$ cat src/design/tsp_pkg.sv
/*
 package for the single-speed trolley positioner: register map, field
 positions, reset values, codes. assumes nothing beyond a SystemVerilog tool.
*/
`default_nettype none
package tsp_pkg;
   // =========================================================
   // register byte offsets
   localparam logic [7:0] TSP_CTRL_OFF = 8'h00;
   localparam logic [7:0] TSP_CFG_OFF = 8'h04;
   localparam logic [7:0] TSP_SPEED_OFF = 8'h08;
   localparam logic [7:0] TSP_STAT_OFF = 8'h0C;
   // =========================================================
   // control register fields
   localparam int TSP_CTRL_RUN_BIT = 0;
   localparam int TSP_CTRL_INV_BIT = 1;
   localparam int TSP_CTRL_BYP_BIT = 2;
   // =========================================================
   // config register fields
   localparam int TSP_CFG_APP_LSB = 0;
   localparam int TSP_CFG_APP_W = 8;
   localparam int TSP_CFG_EPS_BIT = 8;
   localparam int TSP_CFG_TRIG_LSB = 12;
   localparam int TSP_CFG_TRIG_W = 3;
   // =========================================================
   // codes and reset values
   localparam logic [7:0] TSP_APP_TROLLEY_ONE = 8'h0B;
   localparam logic [2:0] TSP_TRIG_LVL_HIGH = 3'h1;
   localparam logic [2:0] TSP_TRIG_LVL_LOW = 3'h2;
   localparam logic [2:0] TSP_TRIG_EDGE_RISE = 3'h3;
   localparam logic [2:0] TSP_TRIG_EDGE_FALL = 3'h4;
   localparam logic [31:0] TSP_CTRL_RST = 32'h0000_0000;
   localparam logic [31:0] TSP_CFG_RST = 32'h0000_110B;
   localparam logic [15:0] TSP_SPEED_RST = 16'h0000;
   localparam logic [1:0] TSP_RESP_OKAY = 2'h0;
   localparam logic [1:0] TSP_RESP_SLVERR = 2'h2;
   // =========================================================
   // sensor index
   localparam int TSP_SENS_POS = 0;
   localparam int TSP_SENS_NEG = 1;
   localparam int TSP_SENS_CTR = 2;
   localparam int TSP_NSENS = 3;
   typedef enum logic [2:0]
   {
      TSP_IDLE = 3'b001,
      TSP_RUN = 3'b010,
      TSP_HOLD = 3'b100
   } tsp_state_t;
endpackage : tsp_pkg
`default_nettype wire

$ cat src/design/tsp_sensor_in.sv
/*
 sensor input conditioning: two-flop synchroniser and trigger-type detect
 per sensor. assumes raw pins asynchronous to aclk.
*/
`timescale 1ns/10ps
`default_nettype none
module tsp_sensor_in
#(
   parameter int N = 3
)
(
   input wire logic aclk,
   input wire logic aresetn,
   input wire logic [N-1:0] pin,
   input wire logic [2:0] trig_type,
   output logic [N-1:0] level_act,
   output logic [N-1:0] edge_hit
);
   import tsp_pkg::*;
   logic [N-1:0] meta_reg;
   logic [N-1:0] sync_reg;
   logic [N-1:0] prev_reg;
   if (N < 1)
   begin : g_bad_n
      $error("tsp_sensor_in: N must be at least 1");
   end
   // =========================================================
   // per-sensor chain
   genvar g;
   generate
      for (g = 0; g < N; g++)
      begin : g_sens
         always_ff @(posedge aclk)
         begin
            if (!aresetn)
            begin
               meta_reg[g] <= 1'b0;
               sync_reg[g] <= 1'b0;
               prev_reg[g] <= 1'b0;
            end
            else
            begin
               meta_reg[g] <= pin[g];
               sync_reg[g] <= meta_reg[g];
               prev_reg[g] <= sync_reg[g];
            end
         end
         // TSP_TRIG_LVL_LOW setting means the sensor fires on a low input
         assign level_act[g] = (trig_type == TSP_TRIG_LVL_LOW) ?
                               !sync_reg[g] : sync_reg[g];
         assign edge_hit[g] = (trig_type == TSP_TRIG_EDGE_FALL) ?
                              (prev_reg[g] & !sync_reg[g]) :
                              (!prev_reg[g] & sync_reg[g]);
      end
   endgenerate
endmodule : tsp_sensor_in
`default_nettype wire

$ cat src/design/tsp_positioner.sv
/*
 single-speed trolley positioner with AXI4-Lite register slave.
 assumes one 40 MHz clock, sensors on raw pins, a drive that takes a
 signed speed setpoint and a run enable.
*/
`timescale 1ns/10ps
`default_nettype none
module tsp_positioner
#(
   parameter int SPEED_W = 16
)
(
   input wire logic aclk,
   input wire logic aresetn,
   input wire logic [7:0] s_axi_awaddr,
   input wire logic s_axi_awvalid,
   output logic s_axi_awready,
   input wire logic [31:0] s_axi_wdata,
   input wire logic [3:0] s_axi_wstrb,
   input wire logic s_axi_wvalid,
   output logic s_axi_wready,
   output logic [1:0] s_axi_bresp,
   output logic s_axi_bvalid,
   input wire logic s_axi_bready,
   input wire logic [7:0] s_axi_araddr,
   input wire logic s_axi_arvalid,
   output logic s_axi_arready,
   output logic [31:0] s_axi_rdata,
   output logic [1:0] s_axi_rresp,
   output logic s_axi_rvalid,
   input wire logic s_axi_rready,
   input wire logic [tsp_pkg::TSP_NSENS-1:0] sensor_pin,
   output logic motor_run,
   output logic signed [SPEED_W-1:0] speed_setpoint
);
   import tsp_pkg::*;
   if (SPEED_W < 2 || SPEED_W > 16)
   begin : g_bad_speed_w
      $error("tsp_positioner: SPEED_W must be 2..16");
   end
   // =========================================================
   // registers
   logic [31:0] ctrl_reg;
   logic [31:0] cfg_reg;
   logic [15:0] speed_reg;
   logic aw_got_reg, w_got_reg, bvalid_reg, rvalid_reg;
   logic [7:0] awaddr_reg;
   logic [31:0] wdata_reg;
   logic [3:0] wstrb_reg;
   logic [1:0] bresp_reg, rresp_reg;
   logic [31:0] rdata_reg;
   tsp_state_t state_reg, state_next;
   logic dir_neg_reg;
   logic pos_lock_reg, pos_lock_next;
   logic neg_lock_reg, neg_lock_next;
   logic run_prev_reg;
   logic ctr_stop_reg;
   logic [1:0] last_cause_reg, last_cause_next;
   logic run_out_reg;
   logic signed [SPEED_W-1:0] speed_out_reg;
   // =========================================================
   // sensors
   logic [TSP_NSENS-1:0] lvl, edg;
   wire [2:0] trig = cfg_reg[TSP_CFG_TRIG_LSB +: TSP_CFG_TRIG_W];
   tsp_sensor_in #(.N(TSP_NSENS)) u_sens
   (
      .aclk(aclk),
      .aresetn(aresetn),
      .pin(sensor_pin),
      .trig_type(trig),
      .level_act(lvl),
      .edge_hit(edg)
   );
   wire trig_level = (trig == TSP_TRIG_LVL_HIGH) ||
                     (trig == TSP_TRIG_LVL_LOW);
   wire [TSP_NSENS-1:0] hit = trig_level ? lvl : edg;
   // =========================================================
   // decode
   wire app_on = cfg_reg[TSP_CFG_APP_LSB +: TSP_CFG_APP_W] ==
                 TSP_APP_TROLLEY_ONE;
   wire eps_on = cfg_reg[TSP_CFG_EPS_BIT];
   wire run_cmd = ctrl_reg[TSP_CTRL_RUN_BIT] && app_on;
   wire run_rise = run_cmd && !run_prev_reg;
   wire req_neg = ctrl_reg[TSP_CTRL_INV_BIT];
   wire bypass = ctrl_reg[TSP_CTRL_BYP_BIT];
   wire ctr_hit = hit[TSP_SENS_CTR] && !bypass;
   // ends are interlocks only with shutdown enabled (set at reset, software may clear it)
   wire pos_stop = eps_on && !dir_neg_reg && hit[TSP_SENS_POS];
   wire neg_stop = eps_on && dir_neg_reg && hit[TSP_SENS_NEG];
   wire ctr_stop = eps_on && ctr_hit;
   wire start_ok = req_neg ? !neg_lock_reg : !pos_lock_reg;
   // =========================================================
   // sequencer
   always_comb
   begin
      state_next = state_reg;
      pos_lock_next = pos_lock_reg;
      neg_lock_next = neg_lock_reg;
      last_cause_next = last_cause_reg;
      unique case (state_reg)
         TSP_IDLE:
         begin
            if (run_rise && start_ok)
            begin
               state_next = TSP_RUN;
               pos_lock_next = 1'b0;
               neg_lock_next = 1'b0;
            end
         end
         TSP_RUN:
         begin
            if (!run_cmd)
               state_next = TSP_IDLE;
            else if (pos_stop)
            begin
               state_next = TSP_IDLE;
               pos_lock_next = 1'b1;
               last_cause_next = 2'h1;
            end
            else if (neg_stop)
            begin
               state_next = TSP_IDLE;
               neg_lock_next = 1'b1;
               last_cause_next = 2'h2;
            end
            else if (ctr_stop)
            begin
               last_cause_next = 2'h3;
               // level center stop pauses; edge center stop needs new run
               state_next = trig_level ? TSP_HOLD : TSP_IDLE;
            end
         end
         TSP_HOLD:
         begin
            if (!run_cmd)
               state_next = TSP_IDLE;
            else if (!ctr_stop)
               state_next = TSP_RUN;
         end
         default:
            state_next = TSP_IDLE;
      endcase
   end
   wire moving = state_reg == TSP_RUN;
   wire dir_next = (state_reg == TSP_IDLE) ? req_neg : dir_neg_reg;
   // top bit dropped: a large magnitude must not flip the direction
   wire signed [SPEED_W-1:0] mag = {1'b0, speed_reg[SPEED_W-2:0]};
   always_ff @(posedge aclk)
   begin
      if (!aresetn)
      begin
         state_reg <= TSP_IDLE;
         dir_neg_reg <= 1'b0;
         pos_lock_reg <= 1'b0;
         neg_lock_reg <= 1'b0;
         run_prev_reg <= 1'b0;
         last_cause_reg <= 2'h0;
         run_out_reg <= 1'b0;
         speed_out_reg <= '0;
      end
      else
      begin
         state_reg <= state_next;
         dir_neg_reg <= dir_next;
         pos_lock_reg <= pos_lock_next;
         neg_lock_reg <= neg_lock_next;
         run_prev_reg <= run_cmd;
         last_cause_reg <= last_cause_next;
         run_out_reg <= (state_next == TSP_RUN);
         speed_out_reg <= (state_next != TSP_RUN) ? '0 :
                          (dir_next ? -mag : mag);
      end
   end
   assign motor_run = run_out_reg;
   assign speed_setpoint = speed_out_reg;
   // =========================================================
   // axi4-lite slave, one write and one read at a time
   wire aw_take = s_axi_awvalid && s_axi_awready;
   wire w_take = s_axi_wvalid && s_axi_wready;
   wire do_write = aw_got_reg && w_got_reg && !bvalid_reg;
   wire ar_take = s_axi_arvalid && s_axi_arready;
   wire wr_ctrl = awaddr_reg == TSP_CTRL_OFF;
   wire wr_cfg = awaddr_reg == TSP_CFG_OFF;
   wire wr_speed = awaddr_reg == TSP_SPEED_OFF;
   wire wr_stat = awaddr_reg == TSP_STAT_OFF;
   wire wr_ok = wr_ctrl || wr_cfg || wr_speed || wr_stat;
   wire [31:0] bmask = {{8{wstrb_reg[3]}}, {8{wstrb_reg[2]}},
                        {8{wstrb_reg[1]}}, {8{wstrb_reg[0]}}};
   wire [31:0] stat_word = {24'h0, ctr_stop_reg, last_cause_reg,
                            neg_lock_reg, pos_lock_reg, dir_neg_reg,
                            moving, app_on};
   wire [31:0] rd_word = (s_axi_araddr == TSP_CTRL_OFF) ? ctrl_reg :
                         (s_axi_araddr == TSP_CFG_OFF) ? cfg_reg :
                         (s_axi_araddr == TSP_SPEED_OFF) ?
                            {16'h0, speed_reg} :
                         (s_axi_araddr == TSP_STAT_OFF) ? stat_word :
                         32'h0000_0000;
   wire rd_ok = (s_axi_araddr == TSP_CTRL_OFF) ||
                (s_axi_araddr == TSP_CFG_OFF) ||
                (s_axi_araddr == TSP_SPEED_OFF) ||
                (s_axi_araddr == TSP_STAT_OFF);
   assign s_axi_awready = !aw_got_reg && !bvalid_reg;
   assign s_axi_wready = !w_got_reg && !bvalid_reg;
   assign s_axi_arready = !rvalid_reg;
   assign s_axi_bvalid = bvalid_reg;
   assign s_axi_bresp = bresp_reg;
   assign s_axi_rvalid = rvalid_reg;
   assign s_axi_rdata = rdata_reg;
   assign s_axi_rresp = rresp_reg;
   always_ff @(posedge aclk)
   begin
      if (!aresetn)
      begin
         aw_got_reg <= 1'b0;
         w_got_reg <= 1'b0;
         bvalid_reg <= 1'b0;
         awaddr_reg <= 8'h00;
         wdata_reg <= 32'h0000_0000;
         wstrb_reg <= 4'h0;
         bresp_reg <= TSP_RESP_OKAY;
      end
      else
      begin
         if (aw_take)
         begin
            aw_got_reg <= 1'b1;
            awaddr_reg <= s_axi_awaddr;
         end
         if (w_take)
         begin
            w_got_reg <= 1'b1;
            wdata_reg <= s_axi_wdata;
            wstrb_reg <= s_axi_wstrb;
         end
         if (do_write)
         begin
            aw_got_reg <= 1'b0;
            w_got_reg <= 1'b0;
            bvalid_reg <= 1'b1;
            bresp_reg <= wr_ok ? TSP_RESP_OKAY : TSP_RESP_SLVERR;
         end
         else if (bvalid_reg && s_axi_bready)
            bvalid_reg <= 1'b0;
      end
   end
   // status register is read-only; writes to it are accepted and dropped
   always_ff @(posedge aclk)
   begin
      if (!aresetn)
      begin
         ctrl_reg <= TSP_CTRL_RST;
         cfg_reg <= TSP_CFG_RST;
         speed_reg <= TSP_SPEED_RST;
      end
      else if (do_write)
      begin
         if (wr_ctrl)
            ctrl_reg <= (ctrl_reg & ~bmask) | (wdata_reg & bmask & 32'h7);
         if (wr_cfg)
            cfg_reg <= (cfg_reg & ~bmask) | (wdata_reg & bmask &
                                             32'h0000_71FF);
         if (wr_speed)
            speed_reg <= (speed_reg & ~bmask[15:0]) |
                         (wdata_reg[15:0] & bmask[15:0]);
      end
   end
   always_ff @(posedge aclk)
   begin
      if (!aresetn)
      begin
         rvalid_reg <= 1'b0;
         rdata_reg <= 32'h0000_0000;
         rresp_reg <= TSP_RESP_OKAY;
         ctr_stop_reg <= 1'b0;
      end
      else
      begin
         ctr_stop_reg <= ctr_stop;
         if (ar_take)
         begin
            rvalid_reg <= 1'b1;
            rdata_reg <= rd_word;
            rresp_reg <= rd_ok ? TSP_RESP_OKAY : TSP_RESP_SLVERR;
         end
         else if (rvalid_reg && s_axi_rready)
            rvalid_reg <= 1'b0;
      end
   end
endmodule : tsp_positioner
`default_nettype wire

$ cat config.mk
export PLATFORM = sky130hd
export DESIGN_NAME = tsp_positioner
export DESIGN_NICKNAME = d
export VERILOG_FILES = /design/src/design/tsp_pkg.sv /design/src/design/tsp_sensor_in.sv /design/src/design/tsp_positioner.sv
export SDC_FILE = /design/constraint.sdc
export NUM_CORES = 1
export LEC_CHECK = 0
export BUFFER_PORTS_ARGS = -buffer_cell sky130_fd_sc_hd__buf_4
export CAP_MARGIN = 0
export CORE_UTILIZATION = 45
export CTS_CLUSTER_SIZE = 16
export DETAILED_ROUTE_END_ITERATION = 8
export PLACE_DENSITY = 0.66
export SYNTH_ARGS = -nofsm -noshare
export SYNTH_HDL_FRONTEND = slang
export SYNTH_SLANG_ARGS = --single-unit
$ cat constraint.sdc
create_clock -name aclk -period 3.25 [get_ports aclk]
set_input_delay 0.65 -clock aclk [delete_from_list [all_inputs] [get_ports aclk]]
set_output_delay 0.65 -clock aclk [all_outputs]
set_load 0.05 [all_outputs]
# Word-level counts from Yosys, hierarchy flattened
# Cells that the tools add are included.
# op_classes
addsub	1
eq_ne	20
muxes	40
n_bitwise	18
reduce_logical	55
# op_table
cell	n
32-bit AND	2
32-bit two-way mux	2
8-bit by 4-bit == test with 1-bit output (second input constant)	5
16-bit AND	2
32-bit inverter	1
32-bit by 15-bit bitwise OR with 32-bit output	1
32-bit by 3-bit bitwise OR with 32-bit output	1
3-bit two-way mux	9
1-bit logical AND	18
1-bit two-way mux	18
8-bit by 3-bit == test with 1-bit output (second input constant)	2
8-bit logical NOT	2
16-bit two-way mux	1
15-bit negation with 16-bit output	1
16-bit inverter	1
16-bit bitwise OR	1
15-bit AND	1
1-bit logical NOT	15
15-bit two-way mux	1
2-bit two-way mux	5
2-bit != test (second input constant)	5
3-bit by 2-bit == test with 1-bit output (second input constant)	3
3-bit case mux with 3 select lines	1
8-bit two-way mux	1
15 further kinds	35
# totals
regBits	184
input_bits	62
output_inout_bits	58
elab_cells	166

# Depth between registers and ports, before layout
# logic_depth
depth_word	13
depth_mapped	7

# By module
# Synthesis repeated with hierarchy kept, for this count alone.
# hier_totals
cells_unflattened	716
hier_area_um2	7050.5
# by_module_without_submodules
mod	instances	cells_each	area_each_um2
tsp_positioner	1	684	6682.7
tsp_sensor_in	1	32	367.9

# Least setup slack after synthesis
# OpenSTA, ideal clock, no wires.
# synth_path
path_kind	input -> register
startpoint	input s_axi_araddr[2]
endpoint	register rdata_reg[22] (netlist: s_axi_rdata[22])
arrival_ns	2.170
setup_slack_ns	0.965
path_stages	6
path_cell_list	clkbuf_1 -> buf_2 -> buf_1 -> mux2i_1 -> o21ai_0 -> and2_1
# synth_between
elab_chain_len	3
elab_cells_between_ends	4
# synth_lines
item	line_no	source
start, declared	tsp_positioner.sv:25	input wire logic [7:0] s_axi_araddr,
8-bit by 3-bit == test with 1-bit output	tsp_positioner.sv:193	(s_axi_araddr == TSP_CFG_OFF) ? cfg_reg :
32-bit two-way mux	tsp_positioner.sv:193	
32-bit two-way mux (*)	tsp_positioner.sv:192	wire [31:0] rd_word = (s_axi_araddr == TSP_CTRL_OFF) ? ctrl_reg :
end signal, assigned	tsp_positioner.sv:282	rdata_reg <= rd_word;
end, declared	tsp_positioner.sv:51	logic [31:0] rdata_reg;
# Every way passes the cells marked *; elsewhere a longest branch is shown, timed or not.
# A chain may end at the register's enable or synchronous reset.

# Final worst setup path
# layout_path
startpoint	register awaddr_reg[7]
endpoint	register cfg_reg[11]
# layout_between
elab_chain_len	2
# layout_lines
item	line_no	source
start, declared	tsp_positioner.sv:47	logic [7:0] awaddr_reg;
start signal, assigned	tsp_positioner.sv:227	awaddr_reg <= s_axi_awaddr;
8-bit by 3-bit == test with 1-bit output	tsp_positioner.sv:183	wire wr_cfg = awaddr_reg == TSP_CFG_OFF;
2-bit AND reduction (no source line)	-	
end signal, assigned	tsp_positioner.sv:260	cfg_reg <= (cfg_reg & ~bmask) | (wdata_reg & bmask &
end, declared	tsp_positioner.sv:44	logic [31:0] cfg_reg;
# Every way passes these cells.

==> results by group <==
Logic synthesis
  • Avg Cell Area, Syn: 9.54 µm²
  • Post-synthesis simple-gate area fraction: 0.206
  • Primary FF master, synth: dfxtp_1
  • Register area share after synthesis: 0.518
  • Mux share of post-synthesis cell area: 0.107
  • Compound-Gate Fraction of Synth Area: 0.115
  • Post-synthesis adder-cell area fraction: 0.00178
  • Synth Area in XOR/XNOR: 0.0174
  • Ys async rst share: 0
  • EDFF count, synth: 0
  • Share of the synthesized area in the top cell type: 0.518
  • Count of cell types in the netlist: 48
  • Commonest cells in the netlist: dfxtp_1, nand2_1, and2_1, nor2_1, mux2i_1
  • Flops & latches, synth: 182
  • Count leader, synth: dfxtp_1
  • Cells after Synth: 737
  • Synth top area cells: dfxtp_1, mux2i_1, and2_1
  • Mapped cell area: 7030 µm²
  • Yosys top cell by area: dfxtp_1
  • Largest family of logic cells by synthesized area: simple AND/OR/NAND/NOR gates
  • Synth warn: 0

Placement
  • HPWL after DPL: 11,500 µm
  • PortBufs: 101
  • Total placed cells including tap cells: 989
  • Placer Congestion: 0.835

Worst setup path
  • Worst-path fanout max: 8
  • WS Path Type: reg2reg
  • Critical path arrival: 2930 ps
  • CP Launch Type: flip-flop
  • R2R setup slack: 640 ps
  • CP max stage delay: 630 ps
  • CP Capture Type: flip-flop
  • CP max-delay cell: nor4_1
  • RR Startpoint: awaddr_reg[7]
  • R2R Path End: cfg_reg[11]
  • Critical path, cell by cell: or4_4, nor4_1, nand4b_1, and3_1
  • Data required, critical path: 3570 ps
  • Cell count of the worst reg-to-reg path: 4

Routing
  • Final wirelength: 16,200 µm
  • Drt initial violations: 359
  • Post-DRT Antenna Nets: 0
  • DR WL/cell: 15.9 µm
  • Residual DRC: 0
  • Vias: 5,399
  • Vias per cell: 5.30
  • Drt pass-1 iters: 5

Die
  • Rows: 45
  • Die Wd: 127 µm
  • Die ar.: 16,100 µm²
  • Core area: 15,200 µm²
  • Ports: 120
  • Initial cell density of the core: 0.462
  • Die height: 127 µm

Power and ir drop
  • Worst VDD drop: 0.406 mV
  • Power per cell area: 541 nW/µm²
  • Leak: 3.60 nW

Global routing
  • First-pass GRT wire length: 26,200 µm
  • Vias in the first global route: 5,240
  • Grt ovf: 0
  • GRT Util Overall: 0.209
  • Antenna violations before repair: 0
  • Largest net degree at the start of global routing: 50

Min path
  • Hold depth: 2
  • Worst hold path endpoint: u_sens.meta_reg[0]
  • HP Start: sensor_pin[0]
  • Hold crit path type: in2reg

Timing
  • Setup-failing EPs final: 0
  • Final hold slack: 436 ps
  • Max-slew headroom: 0.451
  • Tcrit/Tclk final: 0.804
  • Final Critical Period: 2610 ps
  • Fmax: 0.383 GHz
  • Worst-Margin Slew: 816 ps
  • Setup TNS: 0 ps
  • Clock Skew: 9.37 ps
  • Max-slew violations: 0
  • Hold Violations, Final: 0
  • Unrepaired setup endpoints after global routing: no

Status
  • Status: completed

Finish
  • Register Area: 3640 µm²
  • Share of cells above drive strength 1: 0.190
  • Antenna cells: 0
  • Final layout net count: 883
  • Layout Cells excl Fill: 1,019
  • P&R area growth vs syn: 20.4%
  • Area of the multi-input gates: 3150 µm²
  • Filler Cells Inserted: 1,354

Clock tree
  • Post-CTS setup buffers: 0
  • H-tree lvl count: 4
  • Cell at the root of the clock tree: clkbuf_16
  • TritonCTS clock tree: yes
  • Clk slew on worst S/H paths: 60 ps
  • CTS Sinks: 182
  • CTS Hold Bufs: 0
  • Cts repair resizes: 0
  • Clk buf depth: 2
  • Clk_lat worst skew: 430 ps
  • Total CTS buffers: 17

Job
  • Maxcap violations: 0
[placed cells by master, fill, tap and decap left out, types with 9 or more instances in the layout]
| cell | n |
|---|---|
| o21ai_0 | 31 |
| mux2i_1 | 58 |
| nor3_1 | 9 |
| a211oi_1 | 18 |
| nor2_1 | 60 |
| xnor2_1 | 14 |
| dfxtp_1 | 182 |
| a21oi_1 | 52 |
| clkbuf_16 | 17 |
| and2_1 | 67 |
| buf_4 | 109 |
| a22oi_1 | 15 |
| nand2_1 | 97 |
[critical path, delay by kind of cell, from the launching register on]
kind	cells	cell delay, ps
flip-flops	1	310
AND/OR/NAND/NOR	4	2180
[final cells by class]
type,count,share of cell area
Sequential cell,182,0.431
Multi-Input combinational cell,501,0.372
Timing Repair Buffer,109,0.0967
Clock buffer,24,0.0581
Tap cell,188,0.0278
Clock inverter,6,0.0111
Inverter,9,0.00399
[worst max-delay path by stage]
stage               slack, ps       startpoint                  to  cells past startpoint
detailed placement        600  s_axi_araddr[5]     s_axi_rdata[20]                      7
CTS                       710    awaddr_reg[7]         cfg_reg[11]                      4
finish                    640    awaddr_reg[7]         cfg_reg[11]                      4
global route              470        flip-flop  speed_setpoint[11]                      5
global placement          690  s_axi_araddr[5]     s_axi_rdata[31]                      7
floorplan                 960  s_axi_araddr[2]     s_axi_rdata[22]                      6
[metal layers]
metal  GRT usage  vias up  wire, µm
li1            -     2678         -
met4      0.0658        0       198
met1       0.267     2571      7400
met3      0.0549       16       829
met5           0        -         0
met2       0.346      134      7770
[logic make-up after synthesis]
group,count (synthesis)
and+or+nand+nor,285
xor gates and xnor gates,14
adders and majority gates,1
buffers and inverters,55
other,1
muxes,66
DFF,182
AOI/OAI and AO/OA,133
[stage by stage]
step / utilization / power, mW / cell area (µm²) / setup slack [ps]
2_1_floorplan: - / 2.51 / 7030 / 965
3_3_place_gp: 0.518 / 2.59 / 7880 / 690
3_5_place_dp: 0.518 / 2.60 / 7880 / 603
4_1_cts: 0.557 / 4.62 / 8460 / 705
5_1_grt: 0.557 / 4.73 / 8460 / 469
6_report: 0.557 / 4.57 / 8460 / 637
[power breakdown]
part / switching, mW / total, mW / leakage, nW / internal (mW)
combinational: 0.156 / 0.251 / 1.85 / 0.0951
sequential: 0.0318 / 2.30 / 1.47 / 2.27
clock: 0.814 / 2.02 / 0.283 / 1.21
No activity file was read; power rests on OpenSTA's default activity.
